File: src/common/tmv_pkg.sv
// Package for the timer V control block: register map, field layout,
// reset values and mode encodings.
// Assumes a 32-bit AXI4-Lite register bus and an 8-bit counter.
package tmv_pkg;

    // ************************************************************
    // Register byte offsets
    // ************************************************************
    localparam logic [5:0] OFS_CONTROL = 6'h00;
    localparam logic [5:0] OFS_CONTROL_EXT = 6'h04;
    localparam logic [5:0] OFS_STATUS = 6'h08;
    localparam logic [5:0] OFS_COUNT = 6'h0c;
    localparam logic [5:0] OFS_CMP_A = 6'h10;
    localparam logic [5:0] OFS_CMP_B = 6'h14;
    localparam int ADDR_W = 6;

    // ************************************************************
    // Control register fields
    // ************************************************************
    localparam int POS_CLK_SEL = 0;
    localparam int POS_CLR_SEL = 3;
    localparam int POS_OVF_IE = 5;
    localparam int POS_MFA_IE = 6;
    localparam int POS_MFB_IE = 7;
    localparam int POS_CLK_EXT = 0;

    // Status bit positions, same layout used for the interrupt gate
    localparam int POS_ST_OVF = 0;
    localparam int POS_ST_MFA = 1;
    localparam int POS_ST_MFB = 2;
    localparam int ST_W = 3;

    // ************************************************************
    // Reset values
    // ************************************************************
    localparam logic [7:0] RST_CONTROL = 8'h00;
    localparam logic [7:0] RST_CMP = 8'hff;
    localparam logic [6:0] PRESC_W_ONES = 7'h7f;
    localparam int PRESC_W = 7;

    // ************************************************************
    // Mode encodings
    // ************************************************************
    typedef enum logic [2:0] {
        CKS_OFF = 3'h0,
        CKS_INT_A = 3'h1,
        CKS_INT_B = 3'h2,
        CKS_INT_C = 3'h3,
        CKS_OFF2 = 3'h4,
        CKS_EXT_RISE = 3'h5,
        CKS_EXT_FALL = 3'h6,
        CKS_EXT_BOTH = 3'h7
    } tmv_cks_t;

    typedef enum logic [1:0] {
        CLR_NONE = 2'h0,
        CLR_MATCH_A = 2'h1,
        CLR_MATCH_B = 2'h2,
        CLR_EXT_RST = 2'h3
    } tmv_clr_t;

    localparam logic [1:0] RESP_OKAY = 2'h0;
    localparam logic [1:0] RESP_SLVERR = 2'h2;

endpackage

File: src/common/tmv_edge_if.sv
// Interface carrying the edge events of one synchronised pin.
// Assumes the detector and its user share one clock.
interface tmv_edge_if;
    logic rise;
    logic fall;

    modport det (output rise, output fall);
    modport user (input rise, input fall);
endinterface

File: src/rtl/tmv_edge_sync.sv
// Two-flop synchroniser with edge detection for one external pin.
// Assumes the pin is asynchronous to clk; events lag the pin by 2 edges.
module tmv_edge_sync
(
    input wire logic clk,
    input wire logic srst,
    input wire logic pin,
    tmv_edge_if.det ev
);

    logic meta_q;
    logic sync_q;
    logic prev_q;

    // ************************************************************
    // Synchroniser and history
    // ************************************************************
    // First flop feeds only the second, to keep metastability contained
    always_ff @(posedge clk)
    begin
        if (srst)
        begin
            meta_q <= 1'b0;
            sync_q <= 1'b0;
            prev_q <= 1'b0;
        end
        else
        begin
            meta_q <= pin;
            sync_q <= meta_q;
            prev_q <= sync_q;
        end
    end

    // Edge pulses, one cycle each
    assign ev.rise = sync_q & ~prev_q;
    assign ev.fall = ~sync_q & prev_q;

endmodule // tmv_edge_sync

File: src/rtl/tmv_top.sv
// Timer V control block: control register, 8-bit counter with clock
// select, clearing modes, compare flags and interrupt gating.
// Assumes a 25 MHz MCLK as the system clock and an AXI4-Lite master.
//
// Summary of operation
// - Clock select 000 gives no count clock; the counter holds.
// - Internal prescaled sources advance the counter on their falling edge.
// - Clear select 00 never clears the counter; it only wraps on overflow.
// - Clear select 01 clears on match A, 10 clears on match B.
// - Clear select 11 clears on a rising edge of the external reset pin.
// - Overflow enable gates the overflow flag onto an interrupt request.
// - Match A enable at 0 blocks any request from the match A flag.
// - Match A enable at 1 lets a set match A flag request an interrupt.
// - External selections count on rising, falling or both pin edges.
//
// Chosen here: the AXI4-Lite register port and the register addresses.
module tmv_top
(
    input wire logic MCLK,
    input wire logic SRST,
    input wire logic [5:0] S_AXI_AWADDR,
    input wire logic S_AXI_AWVALID,
    output logic S_AXI_AWREADY,
    input wire logic [31:0] S_AXI_WDATA,
    input wire logic [3:0] S_AXI_WSTRB,
    input wire logic S_AXI_WVALID,
    output logic S_AXI_WREADY,
    output logic [1:0] S_AXI_BRESP,
    output logic S_AXI_BVALID,
    input wire logic S_AXI_BREADY,
    input wire logic [5:0] S_AXI_ARADDR,
    input wire logic S_AXI_ARVALID,
    output logic S_AXI_ARREADY,
    output logic [31:0] S_AXI_RDATA,
    output logic [1:0] S_AXI_RRESP,
    output logic S_AXI_RVALID,
    input wire logic S_AXI_RREADY,
    input wire logic TMR_CLK_PIN,
    input wire logic TMR_RST_PIN,
    output logic IRQ,
    output logic OVERFLOW_IRQ,
    output logic MATCH_A_IRQ
);

    // ************************************************************
    // Declarations
    // ************************************************************
    logic [7:0] timer_v_control_q;
    logic timer_v_control_ext_q;
    logic [7:0] count_q;
    logic [7:0] cmp_a_q;
    logic [7:0] cmp_b_q;
    logic [tmv_pkg::ST_W-1:0] status_q;
    logic [tmv_pkg::ST_W-1:0] status_d;
    logic [tmv_pkg::PRESC_W-1:0] presc_q;
    logic upd_q;
    logic irq_q;
    logic ovf_irq_q;
    logic mfa_irq_q;

    logic [5:0] aw_addr_q;
    logic aw_full_q;
    logic [31:0] w_data_q;
    logic [3:0] w_strb_q;
    logic w_full_q;
    logic bvalid_q;
    logic [1:0] bresp_q;
    logic rvalid_q;
    logic [31:0] rdata_q;
    logic [1:0] rresp_q;

    logic wr_go;
    logic wr_lane0;
    logic [tmv_pkg::ST_W-1:0] st_clr;
    logic [tmv_pkg::ST_W-1:0] st_set;
    logic [tmv_pkg::ST_W-1:0] irq_gate;
    logic [tmv_pkg::PRESC_W-1:0] tap_mask;
    logic tick;
    logic ovf_ev;
    logic mfa_ev;
    logic mfb_ev;
    logic clr_ev;
    logic [31:0] rd_mux;
    logic rd_ok;

    tmv_pkg::tmv_cks_t cks;
    tmv_pkg::tmv_clr_t clr_sel;

    tmv_edge_if clk_pin_ev ();
    tmv_edge_if rst_pin_ev ();

    // ************************************************************
    // Pin synchronisers
    // ************************************************************
    tmv_edge_sync u_clk_pin
    (
        .clk(MCLK),
        .srst(SRST),
        .pin(TMR_CLK_PIN),
        .ev(clk_pin_ev.det)
    );

    tmv_edge_sync u_rst_pin
    (
        .clk(MCLK),
        .srst(SRST),
        .pin(TMR_RST_PIN),
        .ev(rst_pin_ev.det)
    );

    // ************************************************************
    // AXI4-Lite write channels
    // ************************************************************
    // Address and data are held apart so either may come first
    assign S_AXI_AWREADY = ~aw_full_q & ~bvalid_q;
    assign S_AXI_WREADY = ~w_full_q & ~bvalid_q;
    assign wr_go = aw_full_q & w_full_q & ~bvalid_q;
    assign wr_lane0 = wr_go & w_strb_q[0];

    always_ff @(posedge MCLK)
    begin
        if (SRST)
        begin
            aw_full_q <= 1'b0;
            aw_addr_q <= 6'h00;
        end
        else if (S_AXI_AWVALID && S_AXI_AWREADY)
        begin
            aw_full_q <= 1'b1;
            aw_addr_q <= S_AXI_AWADDR;
        end
        else if (wr_go)
        begin
            aw_full_q <= 1'b0;
        end
    end

    always_ff @(posedge MCLK)
    begin
        if (SRST)
        begin
            w_full_q <= 1'b0;
            w_data_q <= 32'h0000_0000;
            w_strb_q <= 4'h0;
        end
        else if (S_AXI_WVALID && S_AXI_WREADY)
        begin
            w_full_q <= 1'b1;
            w_data_q <= S_AXI_WDATA;
            w_strb_q <= S_AXI_WSTRB;
        end
        else if (wr_go)
        begin
            w_full_q <= 1'b0;
        end
    end

    // Response one cycle after both halves are held
    always_ff @(posedge MCLK)
    begin
        if (SRST)
        begin
            bvalid_q <= 1'b0;
            bresp_q <= tmv_pkg::RESP_OKAY;
        end
        else if (wr_go)
        begin
            bvalid_q <= 1'b1;
            bresp_q <= addr_ok(aw_addr_q) ? tmv_pkg::RESP_OKAY : tmv_pkg::RESP_SLVERR;
        end
        else if (S_AXI_BREADY)
        begin
            bvalid_q <= 1'b0;
        end
    end

    assign S_AXI_BVALID = bvalid_q;
    assign S_AXI_BRESP = bresp_q;

    function automatic logic addr_ok(input logic [5:0] a);
        addr_ok = (a == tmv_pkg::OFS_CONTROL) || (a == tmv_pkg::OFS_CONTROL_EXT)
            || (a == tmv_pkg::OFS_STATUS) || (a == tmv_pkg::OFS_COUNT)
            || (a == tmv_pkg::OFS_CMP_A) || (a == tmv_pkg::OFS_CMP_B);
    endfunction

    // ************************************************************
    // Software registers
    // ************************************************************
    // Control bits reset to zero: clock off, interrupts off
    always_ff @(posedge MCLK)
    begin
        if (SRST)
        begin
            timer_v_control_q <= tmv_pkg::RST_CONTROL;
            timer_v_control_ext_q <= 1'b0;
            cmp_a_q <= tmv_pkg::RST_CMP;
            cmp_b_q <= tmv_pkg::RST_CMP;
        end
        else if (wr_lane0)
        begin
            if (aw_addr_q == tmv_pkg::OFS_CONTROL)
                timer_v_control_q <= w_data_q[7:0];
            if (aw_addr_q == tmv_pkg::OFS_CONTROL_EXT)
                timer_v_control_ext_q <= w_data_q[tmv_pkg::POS_CLK_EXT];
            if (aw_addr_q == tmv_pkg::OFS_CMP_A)
                cmp_a_q <= w_data_q[7:0];
            if (aw_addr_q == tmv_pkg::OFS_CMP_B)
                cmp_b_q <= w_data_q[7:0];
        end
    end

    assign cks = tmv_pkg::tmv_cks_t'(timer_v_control_q[tmv_pkg::POS_CLK_SEL +: 3]);
    assign clr_sel = tmv_pkg::tmv_clr_t'(timer_v_control_q[tmv_pkg::POS_CLR_SEL +: 2]);

    // ************************************************************
    // Prescaler and count clock select
    // ************************************************************
    // Free running, so the tap phase never depends on select changes
    always_ff @(posedge MCLK)
    begin
        if (SRST)
            presc_q <= '0;
        else
            presc_q <= presc_q + 1'b1;
    end

    // Divider 4..128: tap bit k falls when bits k..0 are all ones
    always_comb
    begin
        tap_mask = '0;
        unique case (cks)
            tmv_pkg::CKS_INT_A: tap_mask = timer_v_control_ext_q ? 7'h07 : 7'h03;
            tmv_pkg::CKS_INT_B: tap_mask = timer_v_control_ext_q ? 7'h1f : 7'h0f;
            tmv_pkg::CKS_INT_C: tap_mask = timer_v_control_ext_q ? 7'h7f : 7'h3f;
            tmv_pkg::CKS_OFF, tmv_pkg::CKS_OFF2, tmv_pkg::CKS_EXT_RISE,
            tmv_pkg::CKS_EXT_FALL, tmv_pkg::CKS_EXT_BOTH: tap_mask = '0;
        endcase
    end

    always_comb
    begin
        tick = 1'b0;
        unique case (cks)
            tmv_pkg::CKS_OFF, tmv_pkg::CKS_OFF2: tick = 1'b0;
            tmv_pkg::CKS_INT_A, tmv_pkg::CKS_INT_B, tmv_pkg::CKS_INT_C:
                tick = &(presc_q | ~tap_mask);
            tmv_pkg::CKS_EXT_RISE: tick = clk_pin_ev.rise;
            tmv_pkg::CKS_EXT_FALL: tick = clk_pin_ev.fall;
            tmv_pkg::CKS_EXT_BOTH: tick = clk_pin_ev.rise | clk_pin_ev.fall;
        endcase
    end

    // ************************************************************
    // Counter
    // ************************************************************
    // Compare is judged on the value just taken, so a held value
    // does not raise the match flag again every cycle
    assign mfa_ev = upd_q & (count_q == cmp_a_q);
    assign mfb_ev = upd_q & (count_q == cmp_b_q);
    assign ovf_ev = tick & (count_q == 8'hff);

    always_comb
    begin
        clr_ev = 1'b0;
        unique case (clr_sel)
            tmv_pkg::CLR_NONE: clr_ev = 1'b0;
            tmv_pkg::CLR_MATCH_A: clr_ev = mfa_ev;
            tmv_pkg::CLR_MATCH_B: clr_ev = mfb_ev;
            tmv_pkg::CLR_EXT_RST: clr_ev = rst_pin_ev.rise;
        endcase
    end

    // Clear wins over a count in the same cycle
    always_ff @(posedge MCLK)
    begin
        if (SRST)
        begin
            count_q <= 8'h00;
            upd_q <= 1'b0;
        end
        else if (wr_lane0 && aw_addr_q == tmv_pkg::OFS_COUNT)
        begin
            count_q <= w_data_q[7:0];
            upd_q <= 1'b0;
        end
        else if (clr_ev)
        begin
            count_q <= 8'h00;
            upd_q <= 1'b0;
        end
        else
        begin
            count_q <= count_q + {7'h00, tick}; // Wraps to 00 on overflow
            upd_q <= tick;
        end
    end

    // ************************************************************
    // Status flags and interrupts
    // ************************************************************
    // Write one to clear; a same-cycle event keeps the bit set
    assign st_set = {mfb_ev, mfa_ev, ovf_ev};
    assign st_clr = (wr_lane0 && aw_addr_q == tmv_pkg::OFS_STATUS)
        ? w_data_q[tmv_pkg::ST_W-1:0] : '0;
    assign status_d = (status_q & ~st_clr) | st_set;

    always_ff @(posedge MCLK)
    begin
        if (SRST)
            status_q <= '0;
        else
            status_q <= status_d;
    end

    // Enable bits act as the interrupt mask
    assign irq_gate[tmv_pkg::POS_ST_OVF] = timer_v_control_q[tmv_pkg::POS_OVF_IE];
    assign irq_gate[tmv_pkg::POS_ST_MFA] = timer_v_control_q[tmv_pkg::POS_MFA_IE];
    assign irq_gate[tmv_pkg::POS_ST_MFB] = timer_v_control_q[tmv_pkg::POS_MFB_IE];

    always_ff @(posedge MCLK)
    begin
        if (SRST)
        begin
            irq_q <= 1'b0;
            ovf_irq_q <= 1'b0;
            mfa_irq_q <= 1'b0;
        end
        else
        begin
            irq_q <= |(status_q & irq_gate);
            ovf_irq_q <= status_q[tmv_pkg::POS_ST_OVF] & irq_gate[tmv_pkg::POS_ST_OVF];
            mfa_irq_q <= status_q[tmv_pkg::POS_ST_MFA] & irq_gate[tmv_pkg::POS_ST_MFA];
        end
    end

    assign IRQ = irq_q;
    assign OVERFLOW_IRQ = ovf_irq_q;
    assign MATCH_A_IRQ = mfa_irq_q;

    // ************************************************************
    // AXI4-Lite read channel
    // ************************************************************
    always_comb
    begin
        rd_mux = 32'h0000_0000;
        rd_ok = 1'b1;
        unique case (S_AXI_ARADDR)
            tmv_pkg::OFS_CONTROL: rd_mux[7:0] = timer_v_control_q;
            tmv_pkg::OFS_CONTROL_EXT: rd_mux[0] = timer_v_control_ext_q;
            tmv_pkg::OFS_STATUS: rd_mux[tmv_pkg::ST_W-1:0] = status_q;
            tmv_pkg::OFS_COUNT: rd_mux[7:0] = count_q;
            tmv_pkg::OFS_CMP_A: rd_mux[7:0] = cmp_a_q;
            tmv_pkg::OFS_CMP_B: rd_mux[7:0] = cmp_b_q;
            default: rd_ok = 1'b0; // Unmapped reads give zero and an error
        endcase
    end

    assign S_AXI_ARREADY = ~rvalid_q;

    always_ff @(posedge MCLK)
    begin
        if (SRST)
        begin
            rvalid_q <= 1'b0;
            rdata_q <= 32'h0000_0000;
            rresp_q <= tmv_pkg::RESP_OKAY;
        end
        else if (S_AXI_ARVALID && S_AXI_ARREADY)
        begin
            rvalid_q <= 1'b1;
            rdata_q <= rd_mux;
            rresp_q <= rd_ok ? tmv_pkg::RESP_OKAY : tmv_pkg::RESP_SLVERR;
        end
        else if (S_AXI_RREADY)
        begin
            rvalid_q <= 1'b0;
        end
    end

    assign S_AXI_RVALID = rvalid_q;
    assign S_AXI_RDATA = rdata_q;
    assign S_AXI_RRESP = rresp_q;

endmodule // tmv_top

File: config.mk
export PLATFORM = sky130hd
export DESIGN_NAME = tmv_top
export DESIGN_NICKNAME = d
export VERILOG_FILES = /design/src/common/tmv_pkg.sv /design/src/common/tmv_edge_if.sv /design/src/rtl/tmv_edge_sync.sv /design/src/rtl/tmv_top.sv
export SDC_FILE = /design/constraint.sdc
export NUM_CORES = 1
export LEC_CHECK = 0
export ABC_AREA = 0
export BUFFER_PORTS_ARGS = -buffer_cell sky130_fd_sc_hd__buf_2
export CORE_MARGIN = 10
export CORE_UTILIZATION = 48
export DETAILED_ROUTE_END_ITERATION = 6
export PLACE_DENSITY = 0.72
export SYNTH_ARGS = -nofsm -noshare
export SYNTH_HDL_FRONTEND = slang
export SYNTH_SLANG_ARGS = --single-unit
File: constraint.sdc
create_clock -name MCLK -period 2 [get_ports MCLK]
set_clock_uncertainty 0.15 [all_clocks]
set_input_delay 0 -clock MCLK [delete_from_list [all_inputs] [get_ports MCLK]]
set_output_delay 0 -clock MCLK [all_outputs]
set_load 0.05 [all_outputs]
==> flow_metrics.tcl <==
set metrics [dict create \
    dpl.hpwl_um 7146 \
    synth.most_common_cell "dfxtp_1" \
    ys_types 50 \
    htree_levels 3 \
    fillCellCount 651 \
    synth_top_area_share_pct 42.01 \
    numCtsBuffers 9 \
    synthTopCellsByArea "dfxtp_1 42%, nor2_1 6.0%, mux2i_1 5.4%" \
    antenna_found_initial 0 \
    track_usage_pct 17.10 \
    end_kind "flip-flop" \
    slowest_stage "dfxtp_4" \
    placementRows 32 \
    ys_top_cells_by_count "82 x dfxtp_1, 62 x nor2_1, 33 x nand2_1" \
    vdd_drop_max_mv 0.4490 \
    ys_seq_area_share_pct 42.01 \
    finalCritPeriodShare_pct 99.81 \
    num_antenna_cells 0 \
    async_flop_share_pct 0 \
    die_y_um 110.2 \
    vias 3441 \
    grt_first_pass_wirelength_um 16550 \
    ant_nets 0 \
    clk_latency_ns 0.35 \
    multi_input_area_um2 2069 \
    core_um2 7807 \
    wl_per_cell_um 15.84 \
    slew-limit-headroom_pct 52.26 \
    cts.reportedPaths.clkPinSlew_ns 0.08 \
    critPathKind "reg2reg" \
    routabilityCongestion 0.8675 \
    cpPeakStageDelay_ns 0.37 \
    p_leak_nw 1.946 \
    clock_sinks 82 \
    stdcell_count 649 \
    seqCellArea_um2 1652 \
    synthFlopType "dfxtp_1" \
    drive_above_1_share_pct 23.77 \
    ios 101 \
    hp-class "in2reg" \
    period_minus_slack_ns 1.996 \
    p_per_area_nw_per_um2 688.9 \
    synth_top_area_cell "dfxtp_1" \
    ys_ff_latch 82 \
    place_inst 599 \
    dr.pass1.iters 4 \
    avgSynthCellArea_um2 8.942 \
    maxCapViolations 0 \
    cts_tree "done" \
    yosys_warnings 0 \
    cp_max_fo 3 \
    max_freq_ghz 0.5009 \
    vias_per_cell 5.302 \
    synth-edff-count 0 \
    postSynthCellCount 437 \
    drc 0 \
    syn-cell-area_um2 3907 \
    required_ns 2.10 \
    finalHoldViolations 0 \
    die_area_um2 12150 \
    cts_root_buf "clkbuf_8" \
    path_cells "inv_2, ha_1, nand2b_4, a21oi_2, a21o_1, nor2_1, ha_2, ha_4, nand4_1, xor2_1, o2bb2ai_1" \
    wirelength_um 10280 \
    worst_pin_slew_ns 0.7096 \
    rsz0062_at_grt "true" \
    cp-start-kind "flip-flop" \
    grt_max_degree 36 \
    hold_slack_ns 0.04658 \
    nets 605 \
    finalSetupViolCount 0 \
    grt_pass1_vias 3402 \
    io_buffers 47 \
    syn_to_final_growth_pct 27.41 \
    ctsLongestPathBuffers 2 \
    start_util_pct 50.05 \
    die_x_um 110.2 \
    slew_viol_final 0 \
    cp.arrival_ns 2.09 \
    drtIter0Drc 165 \
    overflow 0 \
    status "completed" \
]
area by class of cell:
type                            instances  area share, %
Clock buffer                           13          3.393
Sequential cell                        82          33.17
Inverter                               17          1.357
Clock inverter                          2         0.7037
Tap cell                              102          2.563
Multi-Input combinational cell        316          41.57
Timing Repair Buffer                  117          17.24
power breakdown:
| group | switching, W | internal, W | leakage, nW |
|---|---|---|---|
| Sequential | 0.0000448 | 0.00168 | 0.670 |
| Combinational | 0.000321 | 0.000163 | 1.17 |
| Clock | 0.000554 | 0.000671 | 0.106 |
| Total | 0.000920 | 0.00251 | 1.95 |
logic make-up (layout without fill, tap and decap cells):
kind of cell,count (synthesis),count (layout),synth area share (%)
xor gates and xnor gates,26,26,5.828
and+or+nand+nor,153,153,19.60
adders and majority gates,5,5,1.601
muxes,21,21,5.379
buffers and inverters,64,149,9.222
other,1,26,0.09597
DFF,82,82,42.01
AOI/OAI and AO/OA,85,85,16.27
critical path, delay by kind of cell, from the launching register on:
kind / cells / cell delay [ns]
AND/OR/NAND/NOR: 3 / 0.27
adder cells (fa/ha/maj): 3 / 0.55
buffers and inverters: 1 / 0.04
flip-flops: 1 / 0.37
XOR/XNOR: 1 / 0.18
AO/OA/AOI/OAI: 3 / 0.33
flip-flops by register name, summed over array words and instances, names as in the netlist, 3 cells and up:
| name | count |
|---|---|
| count_q | 8 |
| w_data_q | 8 |
| cmp_a_q | 8 |
| S_AXI_RDATA | 8 |
| presc_q | 7 |
| status_q | 3 |
| aw_addr_q | 6 |
| timer_v_control_q | 8 |
| cmp_b_q | 8 |
cell usage in the layout (no fill, tap or decap), types with 4 or more instances in the layout:
cell / synthesis / routed
buf_2: 8 / 47
nand3_1: 9 / 7
nand2_1: 33 / 33
a211oi_1: 5 / 5
conb_1: 1 / 26
nor2_1: 62 / 60
o21ai_0: 11 / 9
mux2i_1: 21 / 21
clkbuf_8: 0 / 12
nand4_1: 4 / 4
a22oi_1: 8 / 8
xnor2_1: 14 / 13
dlygate4sd3_1: 0 / 34
nor2b_1: 9 / 9
a22o_1: 7 / 7
nand2b_1: 8 / 7
dfxtp_1: 82 / 76
o2bb2ai_1: 6 / 6
dfxtp_2: 0 / 5
inv_1: 17 / 13
or3_1: 4 / 4
a211o_1: 17 / 17
a21oi_1: 20 / 18
xor2_1: 12 / 12
buf_4: 27 / 35
path summary, 6_finish.rpt:
check / start / to / slack [ns] / cells past startpoint
hold reg to reg: u_clk_pin.meta_q$_SDFF_PP0_ / u_clk_pin.sync_q$_SDFF_PP0_ / 0.30 / 1
setup / recovery: u_clk_pin.sync_q$_SDFF_PP0_ / count_q[6]$_SDFF_PP0_ / 0.004 / 11
setup reg to reg: u_clk_pin.sync_q$_SDFF_PP0_ / count_q[6]$_SDFF_PP0_ / 0.004 / 11
hold / removal: S_AXI_ARVALID / S_AXI_RRESP[1]$_SDFFE_PP0P_ / 0.05 / 4
layer usage:
| metal | vias up | routed length (µm) | GRT usage, % |
|---|---|---|---|
| met5 | - | 0 | 0 |
| met4 | 0 | 105 | 3.945 |
| met3 | 11 | 907 | 5.049 |
| met2 | 142 | 4989 | 29.34 |
| met1 | 1623 | 4279 | 20.64 |
| li1 | 1665 | - | - |
per-stage QoR:
stage                     setup TNS (ns)  cell area [µm²]  worst slack, ns  util, %  total power, W
after floorplan                        0             4026          0.01002        -        0.002105
after global placement           -0.1603             4368         -0.05340    55.95        0.002163
after CTS                              0             4960         0.003349    63.53        0.003450
after global routing             -0.4538             4979          -0.1081    63.77        0.003580
final                                  0             4979         0.003761    63.77        0.003430
after detailed placement         -0.4533             4368          -0.1301    55.95        0.002173
timing repair:
action / 4_1_cts / 5_1_grt
hold endpoints to repair: 26 / 0
setup endpoints to repair: 7 / 17
setup buffers: 1 / 0
hold buffers: 34 / 0
pin swaps: 12 / 9
gates resized for setup: 14 / 7
(Power assumes the default switching activity.)
